===== src/dbgts_pkg.sv =====
package dbgts_pkg;
    // Register indices on the plain register port
    localparam logic [1:0] REG_TRIGGER_CONFIG = 2'h0;
    localparam logic [1:0] REG_TRACE_STATUS = 2'h1;
    localparam logic [1:0] REG_DEBUG_CONTROL = 2'h2;
    localparam logic [1:0] REG_FIFO_LOW = 2'h3;

    // Trigger configuration fields
    localparam int TC_QUAL_BIT = 7;
    localparam int TC_BEGIN_BIT = 6;
    localparam logic [7:0] TC_WRITE_MASK = 8'hCF;
    localparam logic [7:0] TC_RESET = 8'h00;

    // Debug control fields
    localparam int DC_ENABLE_BIT = 7;
    localparam int DC_ARM_BIT = 6;
    localparam int DC_BREAK_REQUEST_ENABLE_BIT = 4;
    localparam logic [7:0] DC_WRITE_MASK = 8'hD0;
    localparam logic [7:0] DC_RESET = 8'h00;

    // Status fields
    localparam int ST_AF_BIT = 7;
    localparam int ST_BF_BIT = 6;
    localparam int ST_RUN_ACTIVE_FLAG_BIT = 5;
    localparam logic [3:0] COUNT_RESET = 4'h0;
    localparam logic [3:0] FIFO_DEPTH = 4'h8;

    // Trigger mode codes
    localparam logic [3:0] MODE_A_ONLY = 4'h0;
    localparam logic [3:0] MODE_A_OR_B = 4'h1;
    localparam logic [3:0] MODE_A_THEN_B = 4'h2;
    localparam logic [3:0] MODE_EVENT_B = 4'h3;
    localparam logic [3:0] MODE_A_THEN_EVENT_B = 4'h4;
    localparam logic [3:0] MODE_A_AND_B = 4'h5;
    localparam logic [3:0] MODE_A_AND_NOT_B = 4'h6;
    localparam logic [3:0] MODE_INSIDE = 4'h7;
    localparam logic [3:0] MODE_OUTSIDE = 4'h8;

    typedef enum logic [1:0] {RUN_IDLE, RUN_WAIT, RUN_STORE} dbgts_run_t;
endpackage


===== src/dbgts_qualify.sv =====
`timescale 1ns/1ns
`default_nettype none
// Passes a raw comparator match either directly or only once the opcode
// at that address executes; the tracker reports execution later.
module dbgts_qualify (
    input wire logic ref_clk,
    input wire logic reset_n,
    input wire logic tagMode,
    input wire logic rawMatch,
    input wire logic opcodeExec,
    output logic qualMatch
);
    logic pending_r;

    // Remember a tagged match until its opcode runs
    always_ff @(posedge ref_clk or negedge reset_n) begin
        if (!reset_n) begin
            pending_r <= 1'b0;
        end else if (!tagMode || opcodeExec) begin
            pending_r <= 1'b0;
        end else if (rawMatch) begin
            pending_r <= 1'b1;
        end
    end

    assign qualMatch = tagMode ? ((pending_r || rawMatch) && opcodeExec) : rawMatch;
endmodule
`default_nettype wire


===== src/dbgts_count.sv =====
`timescale 1ns/1ns
`default_nettype none
// Counts captured FIFO words, saturating at the depth; reads never lower it.
module dbgts_count (
    input wire logic ref_clk,
    input wire logic reset_n,
    input wire logic clear,
    input wire logic store,
    output logic [3:0] count_r
);
    import dbgts_pkg::*;

    always_ff @(posedge ref_clk or negedge reset_n) begin
        if (!reset_n) begin
            count_r <= COUNT_RESET;
        end else if (clear) begin
            count_r <= COUNT_RESET;
        end else if (store && count_r != FIFO_DEPTH) begin
            count_r <= count_r + 4'h1;
        end
    end
endmodule
`default_nettype wire


===== src/debug_trigger_status.sv =====
// The address map and strobed register access were left to the implementer.
`timescale 1ns/1ns
`default_nettype none
// Contract
// RL1 - Config writable only unarmed; bits 4,5 zero
// RL2 - Bit 7 selects tag or force triggers
// RL3 - Bit 6 selects begin or end trace
// RL4 - Event-only modes always run as begin trace
// RL5 - Modes 0-2: A, A or B, A then B
// RL6 - Modes 3,4: event B, A then event B
// RL7 - Modes 5,6: A and B, A and not B
// RL8 - Modes 7,8: inside or outside range
// RL9 - Codes 1001 to 1111 never trigger
// RL10 - Status register read-only, writes ignored
// RL11 - A flag clears at run start, sets on A
// RL12 - B flag clears at run start, sets on B
// RL13 - Armed flag mirrors arm, clears at run end
// RL14 - Run ends: full in begin, trigger in end
// RL15 - Writing zero to arm or enable stops run
// RL16 - Count clears at start, holds valid words
// RL17 - Count never decrements on FIFO reads
// RL18 - Host tracks words it has read itself
// RL19 - High byte read holds, low byte advances
// RL20 - Break on trigger (end) or full (begin)
// RL21 - Reset clears configuration and status
module debug_trigger_status (
    input wire logic ref_clk,
    input wire logic reset_n,
    input wire logic [1:0] regAddr,
    input wire logic [7:0] regWrData,
    input wire logic regWrite,
    input wire logic regRead,
    output logic [7:0] regRdData,
    input wire logic matchA,
    input wire logic matchB,
    input wire logic addrGeA,
    input wire logic addrLeB,
    input wire logic opcodeExec,
    input wire logic fifoStore,
    input wire logic fifoFull,
    output logic storeEnable,
    output logic fifoAdvance,
    output logic cpuBreak,
    output logic tagBreakType,
    output logic runActive
);
    import dbgts_pkg::*;

    logic [7:0] triggerConfig_r;
    logic [7:0] debugControl_r;
    logic matchAFlag_r;
    logic matchBFlag_r;
    logic seenA_r;
    logic [7:0] regRdData_r;
    logic storeEnable_r;
    logic fifoAdvance_r;
    logic cpuBreak_r;
    logic [3:0] validWordCount;
    dbgts_run_t runState_r;
    dbgts_run_t runState_nxt;

    // Register decode
    wire wrConfig = regWrite && regAddr == REG_TRIGGER_CONFIG;
    wire wrControl = regWrite && regAddr == REG_DEBUG_CONTROL;
    wire rdFifoLow = regRead && regAddr == REG_FIFO_LOW;
    wire moduleEnable = debugControl_r[DC_ENABLE_BIT];
    wire armCtrl = debugControl_r[DC_ARM_BIT];
    wire breakEnable = debugControl_r[DC_BREAK_REQUEST_ENABLE_BIT];
    wire tagQualify = triggerConfig_r[TC_QUAL_BIT];
    wire [3:0] triggerModeSel = triggerConfig_r[3:0];

    // Run starts when arm and enable are written one in the same write while idle
    wire armWriteOne = wrControl && regWrData[DC_ENABLE_BIT] && regWrData[DC_ARM_BIT];
    wire runStart = armWriteOne && runState_r == RUN_IDLE;
    // RL15 manual stop
    wire manualStop = wrControl && (!regWrData[DC_ENABLE_BIT] || !regWrData[DC_ARM_BIT]);

    // RL2 tag or force qualification of each comparator
    wire qualA;
    wire qualB;
    dbgts_qualify uQualA (
        .ref_clk(ref_clk),
        .reset_n(reset_n),
        .tagMode(tagQualify),
        .rawMatch(matchA),
        .opcodeExec(opcodeExec),
        .qualMatch(qualA)
    );
    dbgts_qualify uQualB (
        .ref_clk(ref_clk),
        .reset_n(reset_n),
        .tagMode(tagQualify),
        .rawMatch(matchB),
        .opcodeExec(opcodeExec),
        .qualMatch(qualB)
    );

    // RL4 event-only modes force begin trace
    wire eventOnly = triggerModeSel == MODE_EVENT_B || triggerModeSel == MODE_A_THEN_EVENT_B;
    // RL3 begin or end trace select
    wire beginTrace = triggerConfig_r[TC_BEGIN_BIT] || eventOnly;

    // RL5 RL6 RL7 RL8 RL9 trigger mode decode
    logic trigHit;
    always_comb begin
        unique case (triggerModeSel)
            MODE_A_ONLY: trigHit = qualA;
            MODE_A_OR_B: trigHit = qualA || qualB;
            MODE_A_THEN_B: trigHit = seenA_r && qualB;
            MODE_EVENT_B: trigHit = qualB;
            MODE_A_THEN_EVENT_B: trigHit = seenA_r && qualB;
            MODE_A_AND_B: trigHit = qualA && qualB;
            MODE_A_AND_NOT_B: trigHit = qualA && !matchB;
            MODE_INSIDE: trigHit = addrGeA && addrLeB;
            MODE_OUTSIDE: trigHit = !addrGeA || !addrLeB;
            default: trigHit = 1'b0;
        endcase
    end

    wire running = runState_r != RUN_IDLE;
    // Event-only modes store only on B events; mode 4 also needs a prior A condition
    wire eventStore = triggerModeSel == MODE_EVENT_B ? qualB : seenA_r && qualB;
    // RL14 run end conditions
    wire fullEnd = runState_r == RUN_STORE && fifoFull;
    wire trigEnd = runState_r == RUN_WAIT && !beginTrace && trigHit;
    wire runEnd = running && (fullEnd || trigEnd || manualStop);

    // Run sequencing
    always_comb begin
        runState_nxt = runState_r;
        unique case (runState_r)
            RUN_IDLE: begin
                if (runStart) begin
                    runState_nxt = RUN_WAIT;
                end
            end
            RUN_WAIT: begin
                if (runEnd) begin
                    runState_nxt = RUN_IDLE;
                end else if (beginTrace && (eventOnly || trigHit)) begin
                    runState_nxt = RUN_STORE;
                end
            end
            RUN_STORE: begin
                if (runEnd) begin
                    runState_nxt = RUN_IDLE;
                end
            end
        endcase
    end

    // Storage: circular in end trace, from trigger on in begin trace
    wire storeNow = runState_r == RUN_WAIT ? !beginTrace : runState_r == RUN_STORE;
    wire storeQual = storeNow && (!eventOnly || eventStore);

    // RL16 RL17 valid word count
    dbgts_count uCount (
        .ref_clk(ref_clk),
        .reset_n(reset_n),
        .clear(runStart),
        .store(running && fifoStore),
        .count_r(validWordCount)
    );

    // RL21 run state reset
    always_ff @(posedge ref_clk or negedge reset_n) begin
        if (!reset_n) begin
            runState_r <= RUN_IDLE;
        end else begin
            runState_r <= runState_nxt;
        end
    end

    // RL1 config locked while armed; bits 4,5 never stored
    always_ff @(posedge ref_clk or negedge reset_n) begin
        if (!reset_n) begin
            triggerConfig_r <= TC_RESET;
        end else if (wrConfig && !armCtrl) begin
            triggerConfig_r <= regWrData & TC_WRITE_MASK;
        end
    end

    // RL13 arm clears by itself at run end; arm needs enable
    always_ff @(posedge ref_clk or negedge reset_n) begin
        if (!reset_n) begin
            debugControl_r <= DC_RESET;
        end else if (wrControl) begin
            debugControl_r <= regWrData & DC_WRITE_MASK
                & {1'b1, regWrData[DC_ENABLE_BIT], 6'h3F};
        end else if (runEnd) begin
            debugControl_r[DC_ARM_BIT] <= 1'b0;
        end
    end

    // RL11 RL12 match flags; a hit in the start cycle is dropped by design
    always_ff @(posedge ref_clk or negedge reset_n) begin
        if (!reset_n) begin
            matchAFlag_r <= 1'b0;
            matchBFlag_r <= 1'b0;
            seenA_r <= 1'b0;
        end else if (runStart) begin
            matchAFlag_r <= 1'b0;
            matchBFlag_r <= 1'b0;
            seenA_r <= 1'b0;
        end else if (running) begin
            matchAFlag_r <= matchAFlag_r || qualA;
            matchBFlag_r <= matchBFlag_r || qualB;
            seenA_r <= seenA_r || qualA;
        end
    end

    // RL10 status read only; RL19 only low-byte reads advance
    wire [7:0] statusWord = {matchAFlag_r, matchBFlag_r, armCtrl && moduleEnable, 1'b0,
        validWordCount};
    logic [7:0] rdMux;
    always_comb begin
        unique case (regAddr)
            REG_TRIGGER_CONFIG: rdMux = triggerConfig_r;
            REG_TRACE_STATUS: rdMux = statusWord;
            REG_DEBUG_CONTROL: rdMux = debugControl_r;
            default: rdMux = 8'h00;
        endcase
    end

    // Read data valid the cycle after the strobe only
    always_ff @(posedge ref_clk or negedge reset_n) begin
        if (!reset_n) begin
            regRdData_r <= 8'h00;
        end else if (regRead) begin
            regRdData_r <= rdMux;
        end else begin
            regRdData_r <= 8'h00;
        end
    end

    // RL20 break on end-trace trigger or begin-trace full
    always_ff @(posedge ref_clk or negedge reset_n) begin
        if (!reset_n) begin
            cpuBreak_r <= 1'b0;
            storeEnable_r <= 1'b0;
            fifoAdvance_r <= 1'b0;
        end else begin
            cpuBreak_r <= breakEnable && (trigEnd || fullEnd);
            storeEnable_r <= storeQual;
            fifoAdvance_r <= rdFifoLow && !running;
        end
    end

    assign regRdData = regRdData_r;
    assign storeEnable = storeEnable_r;
    assign fifoAdvance = fifoAdvance_r;
    assign cpuBreak = cpuBreak_r;
    assign tagBreakType = 1'b0;
    // Stored arm implies enable, so the arm flop alone drives the pin
    assign runActive = armCtrl;
endmodule
`default_nettype wire


===== config.mk =====
export PLATFORM = sky130hd
export DESIGN_NAME = debug_trigger_status
export DESIGN_NICKNAME = d
export VERILOG_FILES = /design/src/dbgts_pkg.sv /design/src/dbgts_qualify.sv /design/src/dbgts_count.sv /design/src/debug_trigger_status.sv
export SDC_FILE = /design/constraint.sdc
export NUM_CORES = 1
export LEC_CHECK = 0
export BUFFER_PORTS_ARGS = -buffer_cell sky130_fd_sc_hd__buf_2
export CORE_MARGIN = 3
export CORE_UTILIZATION = 31
export DETAILED_ROUTE_END_ITERATION = 6
export PLACE_DENSITY = 0.6
export SYNTH_ARGS = -nofsm -noshare
export SYNTH_HDL_FRONTEND = slang
export SYNTH_HIERARCHICAL = 1
export SYNTH_SLANG_ARGS = --single-unit

===== constraint.sdc =====
create_clock -name ref_clk -period 1.8 [get_ports ref_clk]
set_input_delay 0.09 -clock ref_clk [delete_from_list [all_inputs] [get_ports ref_clk]]
set_output_delay 0.09 -clock ref_clk [all_outputs]
set_load 0.01 [all_outputs]

* After elaboration in Yosys (flattened, before gate mapping) *
Index checks and enable logic that the tools add are counted.

cells by class
  equality and inequality tests = 17
  reduce and logical (&&, ||, !) cells = 61
  bitwise operators = 1
  muxes and demuxes = 26
  add/subtract/negate cells = 1

operators with widths
  operator                                        number
  logical AND 1 bit                               25
  one-hot mux 8 bit (3 select lines)              1
  == test 4 x 3 -> 1 bit (second input constant)  4
  two-way mux 1 bit                               16
  logical OR 1 bit                                15
  nonzero test 2 bit                              6
  zero test 1 bit                                 10
  bitwise AND 8 bit                               1
  == test 4 x 2 -> 1 bit (second input constant)  2
  two-way mux 2 bit                               4
  two-way mux 4 bit                               2
  two-way mux 8 bit                               1
  one-hot mux 1 bit (8 select lines)              1
  == test 2 bit (second input constant)           3
  one-hot mux 2 bit (3 select lines)              1
  adder 4 x 1 -> 4 bit (second input constant)    1
  == test 2 x 1 -> 1 bit (second input constant)  2
  == test 4 x 1 -> 1 bit (second input constant)  1
  == test 4 bit (second input constant)           1
  zero test 2 bit                                 2
  zero test 4 bit                                 1
  != test 2 bit (second input constant)           2
  != test 4 bit (second input constant)           1
  != test 3 x 2 -> 1 bit (second input constant)  1
  2 further kinds                                 2

word-level totals
  bits of input ports = 21
  flip-flop bits (word level) = 36
  output and inout bits = 13
  word-level logic and storage cells = 120

* Depth between registers and ports, before layout *
Gate-level depths: netlist of the first run.

  word-level depth = 11
  gate-level depth with buffers = 9
  mapped depth without buffers = 9

* Cells and area by module *
The synthesis of the first run kept the hierarchy.

modules (own cells, without submodules)
  module                cells each  times used  seq. area each (sq um)  area each (sq um)
  debug_trigger_status  123         1           625.6                   1312.5
  dbgts_count           23          1           100.1                   229.0
  dbgts_qualify         5           2           25.0                    48.8

* Worst setup path before layout of the first run *
Ideal clock, no wire load.

  path type = register to register
  start = reg triggerConfig_r[7]
  end = reg runState_r[0]
  clock period less this slack = 1.885 ns
  arrival time = 1.806 ns
  path buffers = 0
  required time = 1.721 ns
  slack = -0.085 ns
  library setup time = 0.079 ns
  stages on the path, launching flop included = 10
  cells stage by stage = dfrtp_1 -> a21oi_1 -> a21oi_1 -> nand4bb_1 -> a21oi_1 -> a41o_2 -> o31a_1 -> o21a_1 -> o21ai_2 -> mux2i_1

between the ends
  longest elaborated chain between the ends = 9
  elaborated cells between the ends (all ways) = 18
  those cells by class = eq/ne: 2; mux: 5; reduce/logical: 11

ends and longest elaborated chain
  element                                                                                     line                         source
  start: declaration                                                                          debug_trigger_status.sv:49   logic [7:0] triggerConfig_r;
  start signal: assignment                                                                    debug_trigger_status.sv:179  triggerConfig_r <= regWrData & TC_WRITE_MASK;
  two-way mux 1 bit (*)                                                                       dbgts_qualify.sv:26          assign qualMatch = tagMode ? ((pending_r || rawMatch) && opcodeExec) : rawMatch;
  net qualA                                                                                   debug_trigger_status.sv:79   wire qualA;
  logical AND 1 bit (tied with other cells)                                                   debug_trigger_status.sv:113  MODE_A_AND_NOT_B: trigHit = qualA && !matchB;
  one-hot mux 1 bit (8 select lines) (*)                                                      debug_trigger_status.sv:106  unique case (triggerModeSel)
  logical AND 1 bit                                                                           debug_trigger_status.sv:125  wire trigEnd = runState_r == RUN_WAIT && !beginTrace && trigHit;
  logical OR 1 bit (2 in a row)                                                               debug_trigger_status.sv:126  wire runEnd = running && (fullEnd || trigEnd || manualStop);
  logical AND 1 bit                                                                           debug_trigger_status.sv:126
  != test 3 x 2 -> 1 bit (no line) (tied with other cells)                                    -
  AND reduction 3 bit (no line) / one-hot mux 2 bit (3 select lines) (equally long branches)  -
  end signal: assignment                                                                      debug_trigger_status.sv:170  runState_r <= runState_nxt;
  end: declaration                                                                            debug_trigger_status.sv:59   dbgts_run_t runState_r;

Mark *: on every way through the listed nets, which the timed path passes. The rest lies on a longest branch.
A chain may end at the register's enable or synchronous reset.

* Worst setup path in the final report of the first run *
  start = reg triggerConfig_r[7]
  end = reg runState_r[1]

Same word-level chain as after synthesis.

==> metrics.md, run 1 <==
| Metric | Value |
|---|---|
| Power density normalized to cell area | approximately 1200 nW/um^2 |
| Leak Pwr | roughly 0.0011 uW |
| Number of H-tree branching levels | 2 |
| Hold violation total from the final report | 0 |
| Final period demand of the worst path | between 1.5 and 2 ns |
| Setup repair after global routing missed its margin | yes |
| WL per Instance | roughly 13 um |
| FFs w/ async S/R, synth | 100% |
| Number of different library cells in the post-synthesis netlist | 44 |
| HPWL after detailed placement | 2.55 mm |
| Final Worst Setup Slack | -0.116 ns |
| Clock latency on the worst-skew pair | 0.28 ns |
| Diode count | 0 |
| Number of placed I/O pins | 34 |
| Primary flip-flop cell chosen by synthesis mapping | sky130_fd_sc_hd__dfrtp_1 |
| Synth area leaders | sky130_fd_sc_hd__dfrtp_1 47%, sky130_fd_sc_hd__mux2i_1 4.9%, sky130_fd_sc_hd__mux2_2 4.8%, sky130_fd_sc_hd__a21oi_1 4.0%, sky130_fd_sc_hd__ha_1 3.8% |
| Library cell with the highest instance count after synthesis | sky130_fd_sc_hd__dfrtp_1 |
| Global-route wire length before repair | 5.93 mm |
| Slack of the worst reg-to-reg path | -0.12 ns |
| Remaining routing DRC violations | 0 |
| Gate count of the mapped netlist | 156 |
| Area of all placed cells without fillers | 2130 um^2 |
| Setup-failing EPs final | 3 |
| Run status | complete, but fails checks |
| Cell taking the most area after synthesis | sky130_fd_sc_hd__dfrtp_1 |
| Number of vias per cell | between 4 and 5 |
| Antenna viol nets, final | 0 |
| Final #Nets | 236 |
| Placement Cell Area | 1960 um^2 |
| Iteration-0 DRC count of the detailed router | 49 |
| Die area | 6200 um^2 |
| Number of input and output port buffers inserted | 31 |
| IR drop worst, VDD | approximately 0.52 mV |
| Average instance area after synthesis | roughly 11 um^2 |
| Highest fanout seen on the critical path | 5 |
| Non-filler instance count after layout | around 280 |
| Synth top area share | 47.3% |
| Number of clock sinks seen by CTS | 31 |
| TritonCTS clock tree | done |
| Num CTS Buffers | 5 |
| Category of the most critical setup path | reg -> reg |
| Crit path capture type | flip-flop |
| Clock Skews | 0.00640 ns |
| Largest net degree at the start of global routing | 32 |
| Max Buffers Root-to-Sink | 2 |
| Post-Place Cells | 264 |
| Sequential fraction of the synthesis area | 47.3% |
| Placement-stage worst setup slack | -0.102 ns |
| Synth cell count leaders | 31 x sky130_fd_sc_hd__dfrtp_1, 14 x sky130_fd_sc_hd__nor2_1, 13 x sky130_fd_sc_hd__a21oi_1, 11 x sky130_fd_sc_hd__nand2_1, 10 x sky130_fd_sc_hd__inv_1 |
| Standard-cell rows | 25 |
| Share of the core filled with cells in the final layout | around 43% |
| Startpoint kind of the worst setup timing path | flip-flop |
| Final slew viol count | 0 |
| Total GRT Usage | 12.4% |
| Initial antenna violation count | 0 |
| EDFF count, synth | 0 |
| Final clock period utilization by the worst path | 106% |
| Die width | around 80 um |
| Area growth from synthesis to final layout | 30.2% |
| Class of the tightest hold or removal check | in -> reg |
| Synthesis warning total | 6 |
| Max-slew headroom at the worst pin | a little over half |
| Hold WS | 0.0168 ns |
| Core outline area | about 4900 um^2 |
| Number of register bits inferred by synthesis | 31 |
| Fmax | 522 MHz |
| Req. time, crit path | ~2.0 ns |
| Slew at the pin closest to its max-slew limit | about 0.7 ns |
| Total Routed Length | between 3 and 4 mm |
| Violated checks | negative setup slack |
| Fraction of layout cells with a size suffix above 1 | about two fifths |
| Root Buffer Master | sky130_fd_sc_hd__clkbuf_8 |
| Syn Std Cell Area | 1640 um^2 |
| Number of global-route vias before repair | roughly 1,200 |
| Mapped Nets | roughly 180 |
| CTS clock-pin slew for the worst setup and hold paths | around 0.07 ns |
| Detailed-router iteration count before antenna repair | 4 |
| Number of maximum-capacitance violations | 0 |
| Data arrival at the endpoint of the critical path | 2.09 ns |
| Initial core utilization | ~33% |
| Final estimated routing congestion in global placement | between 0.7 and 0.8 |
| Leftover overflow at the end of global routing | 0 |
| Floorplan die height | around 79 um |
| Total number of vias | roughly 1,300 |
==> kinds of logic (layout without fill, tap and decap cells) <==
kind of cell | after synthesis | count (layout) | synth area share [%]
and+or+nand+nor | 52 | 52 | 18.0
DFF | 31 | 31 | 47.3
adders and majority gates | 5 | 5 | 3.82
other | 1 | 1 | 0.229
buffers and inverters | 15 | 69 | 4.81
xor gates and xnor gates | 1 | 1 | 0.534
AOI/OAI and AO/OA | 35 | 35 | 14.7
muxes | 16 | 16 | 10.6
==> layout make-up <==
type                            instances  area [um^2]
Fill cell                             497         2780
Multi-Input combinational cell        110          832
Clock buffer                            6         82.6
Timing Repair Buffer                   52          315
Sequential cell                        31          777
Clock inverter                          1         5.00
Tap cell                               67         83.8
Inverter                               10         37.5
==> per-stage QoR <==
stage | power (uW) | TNS, ns
after floorplan | 1600 | -0.0162
after global placement | 1880 | -0.140
after detailed placement | 1880 | -0.186
after CTS | 2470 | -0.204
after global routing | 2720 | -0.587
final | 2520 | -0.238
==> what timing repair did <==
item | CTS | global route
pin swaps | 3 | 1
endpoints found under the hold margin | 31 | 0
setup buffers | 2 | 3
endpoints found under the setup margin | 2 | 5
hold buffers | 1 | 0
gates resized for setup | 1 | 8
==> per-layer routing <==
metal  wire (um)  track usage (%)
met5           0                0
met4          53             5.77
met3         201             2.95
met2        1590             18.8
met1        1660             16.6
==> path summary, 6_finish.rpt <==
path / start / endpoint / cells after the start
setup / recovery: triggerConfig_r[7]$_DFFE_PN0P_ / runState_r[1]$_DFFE_PN0P_ / 9
max in group asynchronous: reset_n / triggerConfig_r[7]$_DFFE_PN0P_ / 2
setup reg to reg: triggerConfig_r[7]$_DFFE_PN0P_ / runState_r[1]$_DFFE_PN0P_ / 9
hold / removal: regWrData[2] / triggerConfig_r[2]$_DFFE_PN0P_ / 3
min in group asynchronous: reset_n / fifoAdvance$_DFF_PN0_ / 2
hold reg to reg: debugControl_r[4]$_DFFE_PN0P_ / cpuBreak$_DFF_PN0_ / 1
==> critical path, stage by stage, from the launching register on <==
cell	delay, ns
sky130_fd_sc_hd__dfrtp_2	0.44
sky130_fd_sc_hd__a21oi_2	0.14
sky130_fd_sc_hd__a21oi_2	0.06
sky130_fd_sc_hd__nand4bb_1	0.10
sky130_fd_sc_hd__a21oi_1	0.07
sky130_fd_sc_hd__a41o_2	0.25
sky130_fd_sc_hd__o31ai_1	0.28
sky130_fd_sc_hd__a21oi_2	0.11
sky130_fd_sc_hd__and4_1	0.18
sky130_fd_sc_hd__o21ba_4	0.19
==> state kept, by name, indices dropped and copies added, names as in the netlist <==
| name | cells |
|---|---|
| cpuBreak | 1 |
| regRdData | 8 |
| matchBFlag_r | 1 |
| runState_r | 2 |
| uCount/count_r | 4 |
| seenA_r | 1 |
| uQualB/pending_r | 1 |
| storeEnable | 1 |
| fifoAdvance | 1 |
| matchAFlag_r | 1 |
| uQualA/pending_r | 1 |
| triggerConfig_r | 6 |
| debugControl_r | 3 |
==> cells in the final DEF (no fill, tap or decap), types with 2 or more instances in the layout <==
cell / count
sky130_fd_sc_hd__nand2b_1: 3
sky130_fd_sc_hd__o211ai_1: 2
sky130_fd_sc_hd__nand3b_1: 4
sky130_fd_sc_hd__nor2b_1: 2
sky130_fd_sc_hd__o211a_1: 2
sky130_fd_sc_hd__ha_1: 5
sky130_fd_sc_hd__o21ai_0: 5
sky130_fd_sc_hd__clkbuf_8: 6
sky130_fd_sc_hd__or2b_1: 2
sky130_fd_sc_hd__nor3_1: 2
sky130_fd_sc_hd__inv_1: 10
sky130_fd_sc_hd__buf_4: 20
sky130_fd_sc_hd__mux2i_1: 8
sky130_fd_sc_hd__and2_1: 2
sky130_fd_sc_hd__nand3_1: 2
sky130_fd_sc_hd__o21a_1: 2
sky130_fd_sc_hd__nand2_1: 11
sky130_fd_sc_hd__nor2_1: 13
sky130_fd_sc_hd__and4_1: 2
sky130_fd_sc_hd__buf_2: 31
sky130_fd_sc_hd__a21oi_1: 7
sky130_fd_sc_hd__a21oi_2: 5
sky130_fd_sc_hd__dfrtp_1: 30
sky130_fd_sc_hd__o21ai_2: 2
sky130_fd_sc_hd__mux2_2: 7
sky130_fd_sc_hd__nand4_1: 3
sky130_fd_sc_hd__a21oi_4: 2
==> where the power goes <==
group	switching (uW)	internal [uW]	leakage (uW)
combinational	468	497	0.000637
clock	248	299	0.0000470
sequential	152	854	0.000384
Note: power is estimated with default switching activity, not from simulation.
==> run 2: changes to the inputs <==
--- a/config.mk
+++ b/config.mk
@@ -10,6 +10,7 @@
 export CORE_UTILIZATION = 31
 export DETAILED_ROUTE_END_ITERATION = 6
 export PLACE_DENSITY = 0.6
+export REMOVE_ABC_BUFFERS = 1
 export SYNTH_ARGS = -nofsm -noshare
 export SYNTH_HDL_FRONTEND = slang
 export SYNTH_HIERARCHICAL = 1
==> metrics.md, run 2 (synthesis gave the netlist of run 1 again) <==
| Metric | Value |
|---|---|
| Clock Skews | a little over 0.006 ns |
| Standard-cell rows | 25 |
| CTS clock-pin slew for the worst setup and hold paths | approximately 0.060 ns |
| Highest fanout seen on the critical path | 5 |
| Hold WS | approximately 0.016 ns |
| HPWL after detailed placement | approximately 2.5 mm |
| Most used cells in the layout excluding fill and tap cells | 31 x sky130_fd_sc_hd__buf_2, 30 x sky130_fd_sc_hd__dfrtp_1, 18 x sky130_fd_sc_hd__buf_4, 14 x sky130_fd_sc_hd__nor2_1, 11 x sky130_fd_sc_hd__nand2_1 |
| Start of the worst register-to-register path | triggerConfig_r[7]$_DFFE_PN0P_ |
| Max-slew headroom at the worst pin | roughly 54% |
| Class of the tightest hold or removal check | in -> reg |
| Leading cell type in the layout, fill and taps excluded | sky130_fd_sc_hd__buf_2 |
| TNS Setup | -0.216 ns |
| IR drop worst, VDD | just over 0.6 mV |
| Antenna viol nets, final | 0 |
| Worst r2r path cells | 9 |
| Setup-failing EPs final | 3 |
| Global-route wire length before repair | about 5.6 mm |
| Max Buffers Root-to-Sink | 2 |
| Violated checks | negative setup slack |
| Num CTS Buffers | 5 |
| Final estimated routing congestion in global placement | 0.731 |
| Worst min-delay path endpoint | triggerConfig_r[2]$_DFFE_PN0P_ |
| Category of the most critical setup path | reg -> reg |
| Die area | just over 6000 um^2 |
| Detailed-router iteration count before antenna repair | 4 |
| Total Routed Length | roughly 3.3 mm |
| Req. time, crit path | roughly 2.0 ns |
| Startpoint kind of the worst setup timing path | flip-flop |
| Iteration-0 DRC count of the detailed router | slightly above 40 |
| Hold violation total from the final report | 0 |
| Data arrival at the endpoint of the critical path | 2.13 ns |
| Crit path capture type | flip-flop |
| Final period demand of the worst path | 1.93 ns |
| Diode count | 0 |
| Power density normalized to cell area | around 1200 nW/um^2 |
| Leak Pwr | 0.00106 uW |
| Root Buffer Master | sky130_fd_sc_hd__clkbuf_8 |
| Leftover overflow at the end of global routing | 0 |
| Die width | between 70 and 80 um |
| Number of clock sinks seen by CTS | 31 |
| Floorplan die height | between 70 and 80 um |
| Area growth from synthesis to final layout | 29.2% |
| Busiest grt layer | met2 |
| Number of instances on the worst hold path | 3 |
| Worst R2R End | runState_r[0]$_DFFE_PN0P_ |
| Area of all placed cells without fillers | roughly 2100 um^2 |
| Final #Nets | approximately 230 |
| Source of the worst hold timing path | regWrData[2] |
| Number of input and output port buffers inserted | 31 |
| Clock latency on the worst-skew pair | about 0.28 ns |
| Remaining routing DRC violations | 0 |
| GR met1 Demand/Resource | 15.5% |
| Run status | complete, but fails checks |
| Met2 capacity usage during global routing | 17.3% |
| Initial antenna violation count | 0 |
| Number of vias per cell | ~4.6 |
| Fraction of layout cells with a size suffix above 1 | roughly 39% |
| Final Worst Setup Slack | -0.130 ns |
| Number of maximum-capacitance violations | 0 |
| Largest register FFs | 8 |
| Final clock period utilization by the worst path | 107% |
| Placement Cell Area | around 1900 um^2 |
| Fmax | ~520 MHz |
| Post-layout power | 2490 uW |
| Largest net degree at the start of global routing | 32 |
| Number of H-tree branching levels | 2 |
| Met3 global-route usage | under 10% |
| Initial core utilization | around 33% |
| Core outline area | between 4000 and 5000 um^2 |
| Share of the core filled with cells in the final layout | 43.1% |
| Setup repair after global routing missed its margin | yes |
| Final slew viol count | 0 |
| Number of global-route vias before repair | 1,208 |
| TritonCTS clock tree | done |
| Number of placed I/O pins | 34 |
| Total number of vias | 1,264 |
| Total GRT Usage | a little under an eighth |
| Slack of the worst reg-to-reg path | -0.13 ns |
| Slew at the pin closest to its max-slew limit | 0.688 ns |
| WL per Instance | ~12 um |
run 2: cell types whose count changed in the layout (fill, tap and decap cells not counted):
cell                      previous run  this run
sky130_fd_sc_hd__o31ai_1             1         0
sky130_fd_sc_hd__buf_4              20        18
sky130_fd_sc_hd__a21oi_4             2         3
sky130_fd_sc_hd__nor2_1             13        14
sky130_fd_sc_hd__a21oi_1             7         8
sky130_fd_sc_hd__nor2_2              1         0
sky130_fd_sc_hd__o21ba_4             1         0
sky130_fd_sc_hd__o21ba_2             0         1
sky130_fd_sc_hd__o31ai_2             0         1
sky130_fd_sc_hd__a21oi_2             5         3
run 2: cell type report:
type / instances / area (um^2)
timing repair buffer: 50 / 300
sequential: 31 / 777
inverter: 10 / 37.5
tap: 67 / 83.8
clock inverter: 1 / 5.00
multi-input combinational: 110 / 832
fill: 486 / 2790
clock buffer: 6 / 82.6
run 2: worst max-delay path by stage:
stage / start / to / slack, ns / cells after the start
after floorplan: triggerConfig_r[7]$_DFFE_PN0P_ / runState_r[0]$_DFFE_PN0P_ / -0.09 / 9
after global placement: triggerConfig_r[7]$_DFFE_PN0P_ / runState_r[0]$_DFFE_PN0P_ / -0.11 / 9
after detailed placement: triggerConfig_r[7]$_DFFE_PN0P_ / runState_r[0]$_DFFE_PN0P_ / -0.15 / 9
after CTS: triggerConfig_r[7]$_DFFE_PN0P_ / runState_r[0]$_DFFE_PN0P_ / -0.10 / 10
after global routing: triggerConfig_r[7]$_DFFE_PN0P_ / runState_r[0]$_DFFE_PN0P_ / -0.18 / 9
final: triggerConfig_r[7]$_DFFE_PN0P_ / runState_r[0]$_DFFE_PN0P_ / -0.13 / 9
run 2: stage by stage:
stage | setup WS (ns) | std cells
2_1_floorplan | -0.0859 | 151
3_3_place_gp | -0.109 | 264
3_5_place_dp | -0.145 | 264
4_1_cts | -0.102 | 272
5_1_grt | -0.179 | 275
6_report | -0.130 | 275
run 2: worst max-delay path, cell delays in order, from the launching register on:
cell and delay [ns]:
sky130_fd_sc_hd__dfrtp_2 0.45, sky130_fd_sc_hd__a21oi_4 0.16, sky130_fd_sc_hd__a21oi_4 0.05, sky130_fd_sc_hd__nand4bb_1 0.09, sky130_fd_sc_hd__a21oi_1 0.07, sky130_fd_sc_hd__a41o_2 0.25
sky130_fd_sc_hd__o31a_1 0.26, sky130_fd_sc_hd__o21a_1 0.21, sky130_fd_sc_hd__o21ai_2 0.13, sky130_fd_sc_hd__mux2i_1 0.18
run 2: timing repair:
action	in CTS	in global routing
gates cloned	0	0
hold buffers	1	0
setup endpoints to repair	4	4
setup buffers	0	3
pin swaps	5	5
hold endpoints to repair	31	0
resized for setup	4	8
run 2: report_power, final:
group	internal, uW	leakage [uW]	switching (uW)	total [uW]
clock network	299	0.0000470	243	543
logic	488	0.000625	454	943
registers	854	0.000384	154	1010
total	1640	0.00106	851	2490
run 2: routing by layer:
layer  up-vias  routed length (um)
li1        650                   -
met1       578                1680
met2        31                1400
met3         5                 191
met4         0                  54
met5         -                   0
==> run 3: changes to the inputs <==
--- a/config.mk
+++ b/config.mk
@@ -5,12 +5,14 @@
 export SDC_FILE = /design/constraint.sdc
 export NUM_CORES = 1
 export LEC_CHECK = 0
+export ABC_AREA = 1
 export BUFFER_PORTS_ARGS = -buffer_cell sky130_fd_sc_hd__buf_2
 export CORE_MARGIN = 3
 export CORE_UTILIZATION = 31
 export DETAILED_ROUTE_END_ITERATION = 6
 export PLACE_DENSITY = 0.6
 export REMOVE_ABC_BUFFERS = 1
+export SETUP_SLACK_MARGIN = 0.05
 export SYNTH_ARGS = -nofsm -noshare
 export SYNTH_HDL_FRONTEND = slang
 export SYNTH_HIERARCHICAL = 1
==> metrics.md, run 3 <==
| Metric | Value |
|---|---|
| Number of global-route vias before repair | ~1,500 |
| Number of maximum-capacitance violations | 0 |
| Final clock period utilization by the worst path | 87.6% |
| Num CTS Buffers | 5 |
| Number of clock sinks seen by CTS | 31 |
| Max Buffers Root-to-Sink | 2 |
| Iteration-0 DRC count of the detailed router | 66 |
| Run status | finished, final reports clean |
| Leading cell type in the layout, fill and taps excluded | sky130_fd_sc_hd__nand2_1 |
| Final estimated routing congestion in global placement | roughly 0.87 |
| IR drop worst, VDD | about 0.43 mV |
| Category of the most critical setup path | reg -> reg |
| Slew at the pin closest to its max-slew limit | between 0.7 and 0.8 ns |
| EDFF count, synth | 0 |
| Global-route wire length before repair | between 6 and 7 mm |
| Detailed-router iteration count before antenna repair | 4 |
| Synth area leaders | sky130_fd_sc_hd__dfrtp_1 46%, sky130_fd_sc_hd__nand2_1 14%, sky130_fd_sc_hd__inv_1 7.1%, sky130_fd_sc_hd__nor2_1 4.7%, sky130_fd_sc_hd__nand3_1 4.5% |
| Net switching fraction of the power | ~40% |
| Startpoint kind of the worst setup timing path | flip-flop |
| CTS clock-pin slew for the worst setup and hold paths | around 0.06 ns |
| Floorplan die height | ~80 um |
| Setup repair after global routing missed its margin | no |
| Syn Std Cell Area | about 1700 um^2 |
| Final #Nets | 289 |
| Library cell with the highest instance count after synthesis | sky130_fd_sc_hd__nand2_1 |
| Class of the tightest hold or removal check | in -> reg |
| Sequential fraction of the synthesis area | a little under half |
| Cell taking the most area after synthesis | sky130_fd_sc_hd__dfrtp_1 |
| Portion of total power attributed to the clock network | between 20% and 30% |
| Clock Skews | 0.00876 ns |
| Number of placed I/O pins | 34 |
| Standard-cell rows | 26 |
| TritonCTS clock tree | done |
| HPWL after detailed placement | 2.84 mm |
| Combinational fraction of design power | 38.2% |
| Highest fanout seen on the critical path | 5 |
| Area growth from synthesis to final layout | 20.5% |
| Fmax | ~630 MHz |
| Setup-failing EPs final | 0 |
| Synth cell count leaders | 62 x sky130_fd_sc_hd__nand2_1, 32 x sky130_fd_sc_hd__inv_1, 31 x sky130_fd_sc_hd__dfrtp_1, 21 x sky130_fd_sc_hd__nor2_1, 15 x sky130_fd_sc_hd__nand3_1 |
| Final period demand of the worst path | ~1.6 ns |
| Primary flip-flop cell chosen by synthesis mapping | sky130_fd_sc_hd__dfrtp_1 |
| Die area | about 6300 um^2 |
| Largest register FFs | 8 |
| Diode count | 0 |
| Leftover overflow at the end of global routing | 0 |
| Clock latency on the worst-skew pair | ~0.29 ns |
| Remaining routing DRC violations | 0 |
| Gate count of the mapped netlist | 223 |
| Die width | approximately 80 um |
| Largest net degree at the start of global routing | 32 |
| Part of the total power dissipated in sequential elements | between 40% and 50% |
| Internal Dissipation | approximately 1500 uW |
| Total Routed Length | around 3.8 mm |
| TNS Setup | 0 ns |
| Slack of the worst reg-to-reg path | about 0.22 ns |
| Average instance area after synthesis | 7.55 um^2 |
| Number of different library cells in the post-synthesis netlist | 27 |
| FFs w/ async S/R, synth | between 90% and 100% |
| Final slew viol count | 0 |
| Net switching power | 974 uW |
| Max-slew headroom at the worst pin | between 50% and 60% |
| Number of register bits inferred by synthesis | 31 |
| Root Buffer Master | sky130_fd_sc_hd__clkbuf_8 |
| Number of H-tree branching levels | 2 |
| Number of input and output port buffers inserted | 31 |
| Req. time, crit path | 1.98 ns |
| Fraction of layout cells with a size suffix above 1 | 26.0% |
| Crit path capture type | flip-flop |
| Data arrival at the endpoint of the critical path | between 1.5 and 2 ns |
| Initial antenna violation count | 0 |
| Most used cells in the layout excluding fill and tap cells | 62 x sky130_fd_sc_hd__nand2_1, 31 x sky130_fd_sc_hd__buf_2, 30 x sky130_fd_sc_hd__inv_1, 30 x sky130_fd_sc_hd__dfrtp_1, 20 x sky130_fd_sc_hd__nor2_1 |
| Total number of vias | around 1,500 |
| Power density normalized to cell area | 1220 nW/um^2 |
| Synth top area share | between 40% and 50% |
| Core outline area | 5170 um^2 |
| Initial core utilization | roughly a third |
| Number of vias per cell | 4.43 |
| Leak Pwr | between 0.001 and 0.0015 uW |
| Antenna viol nets, final | 0 |
| Share of the core filled with cells in the final layout | 39.2% |
| Total GRT Usage | between 10% and 20% |
| WL per Instance | approximately 11 um |
| Synthesis warning total | 6 |
| Hold violation total from the final report | 0 |
==> run 3: cell types whose count changed after synthesis, sizes merged, moves of 3 or more <==
cell    delta
o21ai      +4
buf        -3
a21oi      -4
nand3b     -3
nor2      +12
nand2b     -3
nand3     +14
nand2     +58
inv       +30
mux2i      -8
mux2       -8
==> run 3: worst paths after layout <==
check | from | end | cells past startpoint
hold / removal | regWrData[4] | debugControl_r[4]$_DFFE_PN0P_ | 3
min in group asynchronous | reset_n | triggerConfig_r[1]$_DFFE_PN0P_ | 2
setup / recovery | triggerConfig_r[7]$_DFFE_PN0P_ | runState_r[0]$_DFFE_PN0P_ | 16
max in group asynchronous | reset_n | triggerConfig_r[7]$_DFFE_PN0P_ | 2
hold reg to reg | uQualB/pending_r$_DFFE_PN0P_ | uQualB/pending_r$_DFFE_PN0P_ | 2
setup reg to reg | triggerConfig_r[7]$_DFFE_PN0P_ | runState_r[0]$_DFFE_PN0P_ | 16
==> run 3: metal layers <==
layer / wire length [um] / GRT usage (%) / vias to the layer above / share of wire, %
met5: 0 / 0 / - / 0
met4: 79 / 5.67 / 0 / 2.1
met3: 123 / 3.84 / 6 / 3.3
met2: 1770 / 21.5 / 23 / 47
met1: 1780 / 15.8 / 676 / 47
li1: - / - / 766 / -
==> run 3: repair_timing <==
action                                  4_1_cts  5_1_grt
endpoints found under the setup margin        0        3
resized for setup                             0        5
buffers inserted                              0        1
hold buffers                                  1        0
endpoints found under the hold margin        31        0
==> run 3: kinds of logic after synthesis <==
| family | count (synthesis) | synth area share (%) |
|---|---|---|
| other | 1 | 0.223 |
| XOR/XNOR | 1 | 0.521 |
| buffers and inverters | 43 | 9.89 |
| AO/OA/AOI/OAI | 24 | 7.51 |
| adder cells (fa/ha/maj) | 5 | 3.72 |
| AND/OR/NAND/NOR | 118 | 32.0 |
| flip-flops | 31 | 46.1 |
==> run 3: per-stage QoR <==
step | std cells | hold slack, ns | cell area (um^2) | total power (uW) | setup slack [ns]
5_1_grt | 332 | 0.0221 | 2030 | 2710 | 0.0542
6_report | 332 | 0.0139 | 2030 | 2470 | 0.224
2_1_floorplan | 221 | -0.206 | 1670 | 1690 | 0.322
3_5_place_dp | 324 | 0.202 | 1930 | 1970 | 0.104
3_3_place_gp | 324 | 0.195 | 1930 | 1940 | 0.123
4_1_cts | 331 | 0.00844 | 2010 | 2490 | 0.0869
==> run 3: cell type report <==
type	instances	area (um^2)
sequential	31	777
clock buffer	6	72.6
fill	558	3140
tap	70	87.6
multi-input combinational	149	748
inverter	41	155
timing repair buffer	35	188
==> run 3: critical path: stages, from the launching register on <==
cell                      delay, ns
sky130_fd_sc_hd__dfrtp_2       0.43
sky130_fd_sc_hd__nand2_1       0.08
sky130_fd_sc_hd__nand2_1       0.04
sky130_fd_sc_hd__nand2_1       0.06
sky130_fd_sc_hd__inv_2         0.06
sky130_fd_sc_hd__nand2_1       0.06
sky130_fd_sc_hd__nand2_1       0.05
sky130_fd_sc_hd__nand3_1       0.06
sky130_fd_sc_hd__nand2_1       0.06
sky130_fd_sc_hd__nor2_2        0.12
sky130_fd_sc_hd__nand2_2       0.07
sky130_fd_sc_hd__nand2_2       0.07
sky130_fd_sc_hd__nand3_2       0.06
sky130_fd_sc_hd__nand2_2       0.10
sky130_fd_sc_hd__nand2_1       0.05
sky130_fd_sc_hd__nand2_1       0.05
sky130_fd_sc_hd__nand2_1       0.04
==> run 3: power by group through the flow <==
stage                     Sequential [uW]  Clock [uW]  Combinational (uW)
after floorplan                      1010           0                 681
after global placement               1030           0                 916
after detailed placement             1030           0                 934
after CTS                            1020         528                 944
after global routing                 1050         551                1110
final                                1020         508                 941
